[config.mk]
export PLATFORM = sky130hd
export DESIGN_NAME = fls_supervisor
export DESIGN_NICKNAME = d
export VERILOG_FILES = /design/src/verilog/fls_pkg.sv /design/src/verilog/fls_supervisor.sv /design/src/verilog/fls_tick_gen.sv
export VERILOG_INCLUDE_DIRS = /design/src /design/src/verilog
export SDC_FILE = /design/constraint.sdc
export NUM_CORES = 1
export LEC_CHECK = 0
export ABC_AREA = 1
export BUFFER_PORTS_ARGS = -buffer_cell sky130_fd_sc_hd__buf_2
export CAP_MARGIN = 20
export CELL_PAD_IN_SITES_DETAIL_PLACEMENT = 0
export CELL_PAD_IN_SITES_GLOBAL_PLACEMENT = 2
export CORE_ASPECT_RATIO = 1.2
export CORE_MARGIN = 3
export CORE_UTILIZATION = 32
export DETAILED_ROUTE_END_ITERATION = 10
export GPL_ROUTABILITY_DRIVEN = 0
export PLACE_DENSITY = 0.81
export SLEW_MARGIN = 0
export SYNTH_ARGS = -nofsm -noshare
export SYNTH_HDL_FRONTEND = slang
export SYNTH_SLANG_ARGS = --single-unit
export TNS_END_PERCENT = 20
[constraint.sdc]
create_clock -name core_clk -period 1.5 [get_ports core_clk]
set_clock_uncertainty 0.05 [all_clocks]
set_input_delay 0.45 -clock core_clk [delete_from_list [all_inputs] [get_ports core_clk]]
set_output_delay 0.45 -clock core_clk [all_outputs]
set_load 0.01 [all_outputs]
[src/verilog/fls_defines.svh]
// Constants for the fault latch supervisor: timing, flag indices, register map
`ifndef FLS_DEFINES_SVH
`define FLS_DEFINES_SVH
// Clock and tick timing
`define FLS_CLK_PERIOD_NS 5
`define FLS_T128_NS 128000
`define FLS_T1MS_NS 1000000
`define FLS_T2S1_MS 2100
`define FLS_T128_CYC (`FLS_T128_NS / `FLS_CLK_PERIOD_NS)
`define FLS_T1MS_CYC (`FLS_T1MS_NS / `FLS_CLK_PERIOD_NS)
// Repeat counts
`define FLS_REP5 3'h5
`define FLS_REP3 3'h3
`define FLS_HC_EVENTS 3'h4
// Synchronised flag indices
`define FLS_F_STOP 0
`define FLS_F_PIN 1
`define FLS_F_OVP 2
`define FLS_F_VHIGH 3
`define FLS_F_VOVER 4
`define FLS_F_VLOW 5
`define FLS_F_OC 6
`define FLS_F_MAINS 8
`define FLS_F_EXCL 9
`define FLS_F_RCS 10
`define FLS_F_SS 11
`define FLS_F_RCONT 12
`define FLS_F_MISC 13
`define FLS_F_HOT 18
`define FLS_F_SUPPLY_LOW 19
`define FLS_F_STBY 20
`define FLS_F_GH 21
`define FLS_F_GL 22
`define FLS_NF 23
// Qualification channels
`define FLS_NQ 7
// Register map (byte addresses)
`define FLS_REG_STATUS 8'h00
`define FLS_REG_MASK 8'h04
`define FLS_REG_STATE 8'h08
`define FLS_REG_CTRL 8'h0c
`define FLS_NSTAT 10
`define FLS_STATUS_RST 10'h000
`define FLS_MASK_RST 10'h000
`endif

[src/verilog/fls_pkg.sv]
// Types for the fault latch supervisor
`include "fls_defines.svh"
package fls_pkg;
	typedef struct packed {
		logic [14:0] c128;
		logic [17:0] c1ms;
		logic [11:0] c2s1;
		logic tick_128us;
		logic tick_1ms;
		logic tick_2s1;
	} fls_tick_state_t;

	typedef logic [2:0] fls_cnt_t;

	typedef struct packed {
		logic [`FLS_NF-1:0] s1;
		logic [`FLS_NF-1:0] s2;
		logic [`FLS_NF-1:0] prev;
		fls_cnt_t [`FLS_NQ-1:0] qcnt;
		fls_cnt_t [1:0] hc_cnt;
		logic [1:0] hc_bad;
		fls_cnt_t [1:0] iv_cnt;
		logic fault;
		logic thermal;
		logic res_stop;
		logic [`FLS_NSTAT-1:0] status;
		logic [`FLS_NSTAT-1:0] mask;
		logic [31:0] rdata;
		logic gate_h;
		logic gate_l;
		logic pfc_gate_en;
		logic ref_en;
		logic ac_det_en;
		logic bus_good;
		logic ss_charge;
		logic irq;
	} fls_state_t;
endpackage

[src/verilog/fls_supervisor.sv]
// Fault latch supervisor for a combined correction and resonant converter controller
`timescale 1ns/10ps
`include "fls_defines.svh"
module fls_supervisor #(
	parameter int T128_CYC = `FLS_T128_CYC,
	parameter int T1MS_CYC = `FLS_T1MS_CYC
) (
	input wire logic core_clk,
	input wire logic rst_n,
	input wire logic [7:0] reg_addr,
	input wire logic [31:0] reg_wdata,
	input wire logic reg_wr,
	input wire logic reg_rd,
	output logic [31:0] reg_rdata,
	output logic irq,
	input wire logic sense_at_stop_threshold,
	input wire logic stop_threshold_pin_high,
	input wire logic pfc_overvoltage_sense,
	input wire logic output_sense_over_latch_level,
	input wire logic output_sense_over_2v7,
	input wire logic output_sense_below_2v4,
	input wire logic pfc_overcurrent,
	input wire logic power_limit_active,
	input wire logic mains_polarity,
	input wire logic ac_detect_excluded,
	input wire logic resonant_current_sense,
	input wire logic soft_start_cap,
	input wire logic resonant_current_continuous,
	input wire logic reference_overvoltage_flag,
	input wire logic error_amp_output,
	input wire logic zero_cross_input,
	input wire logic sense_short,
	input wire logic min_frequency_pin,
	input wire logic thermal_shutdown,
	input wire logic supply_undervoltage_lockout,
	input wire logic standby_mode,
	input wire logic resonant_gate_high_in,
	input wire logic resonant_gate_low_in,
	output logic resonant_gate_high,
	output logic resonant_gate_low,
	output logic correction_gate_enable,
	output logic resonant_stop,
	output logic soft_start_charge,
	output logic reference_enable,
	output logic ac_detect_enable,
	output logic bus_good,
	output logic fault_state,
	output logic thermal_latch
);
	fls_pkg::fls_state_t r, n;
	logic t128, t1ms, t2s1;
	logic [`FLS_NF-1:0] pins;

	// Channel repeat target
	function automatic fls_pkg::fls_cnt_t chan_target(input int i);
		if (i == 2 || i == 6) begin
			chan_target = `FLS_REP3;
		end else begin
			chan_target = `FLS_REP5;
		end
	endfunction

	// Tick that paces each channel
	function automatic logic chan_tick(input int i, input logic a128, input logic a1ms, input logic a2s1);
		if (i == 1 || i == 4) begin
			chan_tick = a128;
		end else if (i == 0 || i == 2) begin
			chan_tick = a1ms;
		end else begin
			chan_tick = a2s1;
		end
	endfunction

	// Shared timebase
	fls_tick_gen #(
		.T128_CYC(T128_CYC),
		.T1MS_CYC(T1MS_CYC),
		.T2S1_MS(`FLS_T2S1_MS)
	) u_ticks (
		.core_clk(core_clk),
		.rst_n(rst_n),
		.tick_128us(t128),
		.tick_1ms(t1ms),
		.tick_2s1(t2s1)
	);

	// Gather the asynchronous comparator flags, mains phase, mode pins and gate requests into one vector for synchronising
	assign pins = {resonant_gate_low_in, resonant_gate_high_in, standby_mode, supply_undervoltage_lockout,
		thermal_shutdown, min_frequency_pin, sense_short, zero_cross_input, error_amp_output,
		reference_overvoltage_flag, resonant_current_continuous, soft_start_cap, resonant_current_sense,
		ac_detect_excluded, mains_polarity, power_limit_active, pfc_overcurrent, output_sense_below_2v4,
		output_sense_over_2v7, output_sense_over_latch_level, pfc_overvoltage_sense,
		stop_threshold_pin_high, sense_at_stop_threshold};

	logic [`FLS_NF-1:0] f;
	logic [`FLS_NQ-1:0] qc;
	logic [`FLS_NQ-1:0] trip;
	logic [1:0] iv_trip;
	logic latched;
	logic half_edge;
	logic stby_rise;
	logic wr_status;
	logic force_latch;
	logic [`FLS_NSTAT-1:0] set_ev;
	logic [31:0] rmux;

	// Next-state logic for the whole supervisor
	always_comb begin
		n = r;
		n.s1 = pins;
		n.s2 = r.s1;
		n.prev = r.s2;
		f = r.s2;
		latched = r.fault | r.thermal;
		half_edge = f[`FLS_F_MAINS] ^ r.prev[`FLS_F_MAINS];
		stby_rise = f[`FLS_F_STBY] & ~r.prev[`FLS_F_STBY];

		// Level conditions that must hold on every cycle of their count
		qc[0] = f[`FLS_F_STOP];
		qc[1] = f[`FLS_F_PIN];
		qc[2] = f[`FLS_F_OVP] & ~f[`FLS_F_VHIGH];
		qc[3] = f[`FLS_F_VLOW];
		qc[4] = f[`FLS_F_SS];
		qc[5] = f[`FLS_F_RCONT];
		qc[6] = |f[`FLS_F_MISC +: 5];

		// Consecutive-check counters; any dropout clears the count
		for (int i = 0; i < `FLS_NQ; i++) begin
			if (!qc[i]) begin
				n.qcnt[i] = 3'h0;
			end else if (chan_tick(i, t128, t1ms, t2s1) && r.qcnt[i] != 3'h7) begin
				n.qcnt[i] = r.qcnt[i] + 3'h1;
			end
			trip[i] = (r.qcnt[i] >= chan_target(i));
		end

		// Half-cycle event counting for overcurrent and power limit
		for (int k = 0; k < 2; k++) begin
			if (half_edge) begin
				n.hc_cnt[k] = 3'h0;
				if (r.hc_cnt[k] >= `FLS_HC_EVENTS && !f[`FLS_F_EXCL]) begin
					n.hc_bad[k] = 1'b1;
				end
			end else if (f[`FLS_F_OC + k] && !r.prev[`FLS_F_OC + k] && !f[`FLS_F_EXCL]
				&& r.hc_cnt[k] != 3'h7) begin
				n.hc_cnt[k] = r.hc_cnt[k] + 3'h1;
			end
			// Each 2.1 s interval is judged once, then the bad mark restarts
			if (t2s1) begin
				// A half cycle judged bad on the tick itself opens the next interval, so it is not lost
				n.hc_bad[k] = half_edge && (r.hc_cnt[k] >= `FLS_HC_EVENTS) && !f[`FLS_F_EXCL];
				if (r.hc_bad[k]) begin
					n.iv_cnt[k] = (r.iv_cnt[k] == 3'h7) ? r.iv_cnt[k] : r.iv_cnt[k] + 3'h1;
				end else begin
					n.iv_cnt[k] = 3'h0;
				end
			end
			iv_trip[k] = (r.iv_cnt[k] >= `FLS_REP5);
		end

		// Register writes
		wr_status = reg_wr && (reg_addr == `FLS_REG_STATUS);
		force_latch = reg_wr && (reg_addr == `FLS_REG_CTRL) && reg_wdata[0];
		if (reg_wr && reg_addr == `FLS_REG_MASK) begin
			n.mask = reg_wdata[`FLS_NSTAT-1:0];
		end

		// Resonant stop follows its qualified low-sense condition
		n.res_stop = trip[0] | (r.res_stop & f[`FLS_F_STOP]);

		// Latch causes; the stop channel only halts the resonant stage
		set_ev = {trip[0] & ~r.res_stop, f[`FLS_F_HOT], trip[6], trip[5], trip[4], iv_trip[1], iv_trip[0],
			trip[3], trip[2], trip[1] | force_latch};

		// Set beats the standby clear; overheating in the same cycle must not mask another cause
		if (|set_ev[7:0]) begin
			n.fault = 1'b1;
		end else if (stby_rise) begin
			n.fault = 1'b0;
		end

		// Thermal latch survives standby; only undervoltage or reset clears it
		if (f[`FLS_F_HOT]) begin
			n.thermal = 1'b1;
		end else if (f[`FLS_F_SUPPLY_LOW]) begin
			n.thermal = 1'b0;
		end

		// Sticky status, write one to clear, hardware set wins
		n.status = (r.status & ~(wr_status ? reg_wdata[`FLS_NSTAT-1:0] : `FLS_STATUS_RST)) | set_ev;
		n.irq = |(r.status & r.mask);

		// Read mux, data valid only in the cycle after the strobe
		rmux = 32'h0000_0000;
		unique case (reg_addr)
			`FLS_REG_STATUS: rmux[`FLS_NSTAT-1:0] = r.status;
			`FLS_REG_MASK: rmux[`FLS_NSTAT-1:0] = r.mask;
			`FLS_REG_STATE: rmux[5:0] = {r.ss_charge, r.bus_good, r.ref_en, r.res_stop, r.thermal, r.fault};
			default: rmux = 32'h0000_0000;
		endcase
		n.rdata = reg_rd ? rmux : 32'h0000_0000;

		// Output stage; gates are cut the cycle after the latch sets
		n.gate_h = f[`FLS_F_GH] & ~latched & ~r.res_stop;
		n.gate_l = f[`FLS_F_GL] & ~latched & ~r.res_stop;
		n.pfc_gate_en = ~latched & ~f[`FLS_F_VOVER];
		n.ref_en = ~r.thermal;
		n.ac_det_en = ~r.thermal;
		n.bus_good = ~latched & ~f[`FLS_F_VLOW];
		n.ss_charge = f[`FLS_F_RCS] & ~latched;
	end

	// Single state register; everything clears to a safe, outputs-off value
	always_ff @(posedge core_clk or negedge rst_n) begin
		if (!rst_n) begin
			r <= '0;
		end else begin
			r <= n;
		end
	end

	assign reg_rdata = r.rdata;
	assign irq = r.irq;
	assign resonant_gate_high = r.gate_h;
	assign resonant_gate_low = r.gate_l;
	assign correction_gate_enable = r.pfc_gate_en;
	assign resonant_stop = r.res_stop;
	assign soft_start_charge = r.ss_charge;
	assign reference_enable = r.ref_en;
	assign ac_detect_enable = r.ac_det_en;
	assign bus_good = r.bus_good;
	assign fault_state = r.fault;
	assign thermal_latch = r.thermal;
endmodule

[src/verilog/fls_tick_gen.sv]
// Tick generator: 128 us, 1 ms and 2.1 s enables from the core clock
`timescale 1ns/10ps
`include "fls_defines.svh"
module fls_tick_gen #(
	parameter int T128_CYC = `FLS_T128_CYC,
	parameter int T1MS_CYC = `FLS_T1MS_CYC,
	parameter int T2S1_MS = `FLS_T2S1_MS
) (
	input wire logic core_clk,
	input wire logic rst_n,
	output logic tick_128us,
	output logic tick_1ms,
	output logic tick_2s1
);
	fls_pkg::fls_tick_state_t r, n;

	// Free-running dividers; the 2.1 s tick counts 1 ms ticks so its counter stays narrow
	always_comb begin
		n = r;
		n.tick_128us = 1'b0;
		n.tick_1ms = 1'b0;
		n.tick_2s1 = 1'b0;
		if (r.c128 == 15'(T128_CYC - 1)) begin
			n.c128 = 15'h0000;
			n.tick_128us = 1'b1;
		end else begin
			n.c128 = r.c128 + 15'h0001;
		end
		if (r.c1ms == 18'(T1MS_CYC - 1)) begin
			n.c1ms = 18'h00000;
			n.tick_1ms = 1'b1;
			if (r.c2s1 == 12'(T2S1_MS - 1)) begin
				n.c2s1 = 12'h000;
				n.tick_2s1 = 1'b1;
			end else begin
				n.c2s1 = r.c2s1 + 12'h001;
			end
		end else begin
			n.c1ms = r.c1ms + 18'h00001;
		end
	end

	always_ff @(posedge core_clk or negedge rst_n) begin
		if (!rst_n) begin
			r <= '0;
		end else begin
			r <= n;
		end
	end

	assign tick_128us = r.tick_128us;
	assign tick_1ms = r.tick_1ms;
	assign tick_2s1 = r.tick_2s1;
endmodule
==> impl_results.md <==
* Count of flip-flops with a built-in enable after synthesis at 0
* Avg Inst Size Synth at about 9.4 um2
* Synthesized area at a little under 8000 um2
* Hold Vio Cnt, Final at 0
* Core Region at around 24000 um2
* Root Buffer Master: clkbuf_16
* Largest family of logic cells by synthesized area: simple AND/OR/NAND/NOR gates
* Synth Area in Simple Gates at 20.0%
* Synth warn at 0
* Total wire length at approximately 15000 um
* Synth unique cells at 41
* CP Class: reg -> out
* Post-route cell area at between 9000 and 10000 um2
* Placed Area at between 8000 and 9000 um2
* Outcome: finished, final reports clean
* Worst Hold Path Cells at 1
* # fillers at between 2000 and 2500
* Remaining global-route overflow at 0
* Delay-heaviest family, CP: flip-flops
* Post-synthesis xor/xnor area fraction at 3.03%
* Multi-input gate area at 3010 um2
* Avg Vias per Cell at approximately 4.3
* Antenna violations before repair at 0
* Register area share after synthesis at between 50% and 60%
* Clk sinks at roughly 170
* Hold-critical path endpoint: n[134]
* Internal power at between 7 and 8 mW
* Initial cell density of the core at about a third
* Clock Path Buffers at 2
* DP Worst Slack at -0.188 ns
* Pre-Repair DR Iteration Count at 4
* GR Layer Usage met2 at between 20% and 30%
* CTS tree: yes
* PortBufs at between 60 and 70
* Top post-synthesis cells by area: dfrtp_1 (55%), nand2_1 (8.2%), ha_1 (5.4%)
* Switching power at 2.23 mW
* Worst path cell trace: buf_2
* Row count at between 60 and 70
* H-tree depth at 4
* Placed Instances at 1251
* Arrival time worst endpoint at roughly 1 ns
* Synth Area in Compound Gates at under 10%
* Tmin final at ~1.5 ns
* Worst IR Drop VDD at a little under 0.8 mV
* CP endpoint kind: primary output
* Hpwl dp at 11300 um
* Max Freq at about 0.68 GHz
* Avg WL per Cell at between 10 and 15 um
* Clock Latency Late Sink at 0.42 ns
* TritonCTS Buffers at 17
* Worst setup SP type: flip-flop
* Share of the synthesized area in the top cell type at 55.5%
* Leak at roughly 4.9 nW
* Final core utilization at 40.2%
* Die X at between 100 and 150 um
* Most used routing layer: met2
* Met3 Resource Use GR at under 10%
* Hold Slack at between 0.07 and 0.08 ns
* Final Worst Setup Slack at roughly 0.019 ns
* Total Routing Usage GR at between 10% and 20%
* Hold_sp: reference_overvoltage_flag
* CP Buf/Inv Count at 1
* Share of layout cells above drive strength 1 at ~24%
* Fraction of the mapped netlist area in adder cells at 5.45%
* Synth async-reset ratio at between 90% and 100%
* R2r endpoint: u_ticks.r[4]
* Vias at 5532
* CTS clk-pin slew, worst paths at approximately 0.070 ns
* Power share of the clock group at between 40% and 50%
* RSZ-0062 raised after global routing: true
* Main synth FF type: dfrtp_1
* Mux contribution to synthesized area at 0.513%
* Post-synth top area cell: dfrtp_1
* Post-route ant nets at 0
* Final setup fails at 0
* Worst Reg2Reg Path Length in Cells at 9
* Worst hold path class: in -> reg
* Vias in the first global route at between 5000 and 6000
* DRC errors left at 0
* Num ports at between 100 and 150
* DIE AREA at 26300 um2
* Die Y at 177 um
* Critical Path Fanout Max at 2
* Antenna diodes at 0
* R2r setup slk at 0.02 ns
* Register area at 4330 um2
* Slowest cell on crit path: dfrtp_1
* Area Overhead vs Synth at 23.5%
* Yosys reg bits at approximately 170
* Worst reg2reg path startpoint: u_ticks.r[15]
* Crit-path max cell delay at about 0.41 ns
* Power, Total at approximately 9.5 mW
* Final Net Count at about 1100
* Iteration-0 DRC Markers at approximately 160
* Power share of the combinational group at between 3 and 4%
* PD cells at slightly below 1000 nW/um2
* Cells after Synth at a little over 800
* Fin crit share at between 90% and 100%
* Largest net degree at the start of global routing at 44
* Met1 usage at around 15%
* Max-cap check violation count at 0
* Setup TNS at 0 ns
* Net Sw Frac at a little under a quarter
* Sequential power share at 50.8%
* Crit path required time at 1.00 ns
* Max-slew violation count at 0
* Fin cells at ~1300
* First-pass GRT wire length at ~26000 um
[metal layers]
layer	vias to the layer above	share of wire (%)
met5	-	0
met4	0	1.2
met3	20	3.6
met2	86	52
met1	2593	44
li1	2833	-
[layout by cell type, fill, tap and decap left out, types with 3 or more instances in the layout]
cell,instances
buf_2,63
buf_4,54
nor3_4,3
inv_6,6
nand3_2,5
dfrtp_1,173
clkinv_2,3
buf_12,6
o21ai_2,10
nor2_1,72
nor3b_1,3
o21ai_1,16
xnor2_1,4
buf_6,5
o21ai_0,29
nand2_1,158
mux2i_1,4
nor3_1,16
xor2_1,23
or2_2,3
nand2_2,13
o22ai_1,4
inv_2,9
nand4_1,8
nor3_2,3
nor2_4,5
clkbuf_16,17
a21oi_1,16
ha_2,5
inv_1,102
ha_1,28
nand3_1,42
conb_1,22
nor2_2,7
[power by group through the flow]
stage | sequential, mW | combinational (mW) | clock [mW]
final | 4.83 | 0.376 | 4.31
after global routing | 4.84 | 0.437 | 4.69
after CTS | 4.83 | 0.388 | 4.46
after detailed placement | 4.92 | 0.384 | 0
after global placement | 4.92 | 0.381 | 0
after floorplan | 4.92 | 0.167 | 0
[synthesized netlist by cell type, types with 4 or more instances]
cell     count
xor2_1      23
nor3_1      17
o21ai_2      7
a21oi_1     18
inv_1      109
xnor2_1      4
o22ai_1      4
nor2_1      80
nand4_1      8
dfrtp_1    173
nand2_1    170
o21ai_1     10
or2_2        4
o21ai_0     38
mux2i_1      4
buf_4       33
nand3_1     45
ha_1        34
buf_2        5
[worst max-delay path by stage]
stage                  start      endpoint  slack, ns  depth (start not counted)
3_5_place_dp     reg_addr[7]         r[54]      -0.19                          7
6_report            bus_good      bus_good       0.02                          1
3_3_place_gp     reg_addr[7]         r[59]      -0.18                          7
4_1_cts                r[83]   fault_state      -0.01                          8
5_1_grt        u_ticks.r[15]  u_ticks.r[4]      -0.07                          9
2_1_floorplan          r[95]         r[97]      0.006                          8
[cells by family (layout without fill, tap and decap cells)]
family                     count (synthesis)  in the layout
AOI/OAI and AO/OA                         87             87
xor gates and xnor gates                  27             27
adders and majority gates                 34             34
buffers and inverters                    153            272
DFF                                      173            173
muxes                                      4              4
other                                      1             22
and+or+nand+nor                          349            349
[registers in the layout, indices dropped and copies added, names as in the netlist, 10 cells and up]
| register | count |
|---|---|
| f | 23 |
| n | 23 |
| r | 59 |
| reg_rdata | 10 |
| u_ticks.r | 45 |
[what timing repair did]
action,CTS,global route
setup endpoints to repair,19,71
buffers inserted,3,2
hold buffers,1,0
resized for setup,13,53
pin swaps,3,10
endpoints found under the hold margin,22,0
[area by class of cell]
class	count	share of cell area, %
Sequential cell	173	44.9
Multi-Input combinational cell	523	31.2
Timing Repair Buffer	129	9.41
Clock buffer	18	4.56
Inverter	112	4.39
Tap cell	320	4.15
Clock inverter	13	1.34
Power figures use the tool's default switching activity.
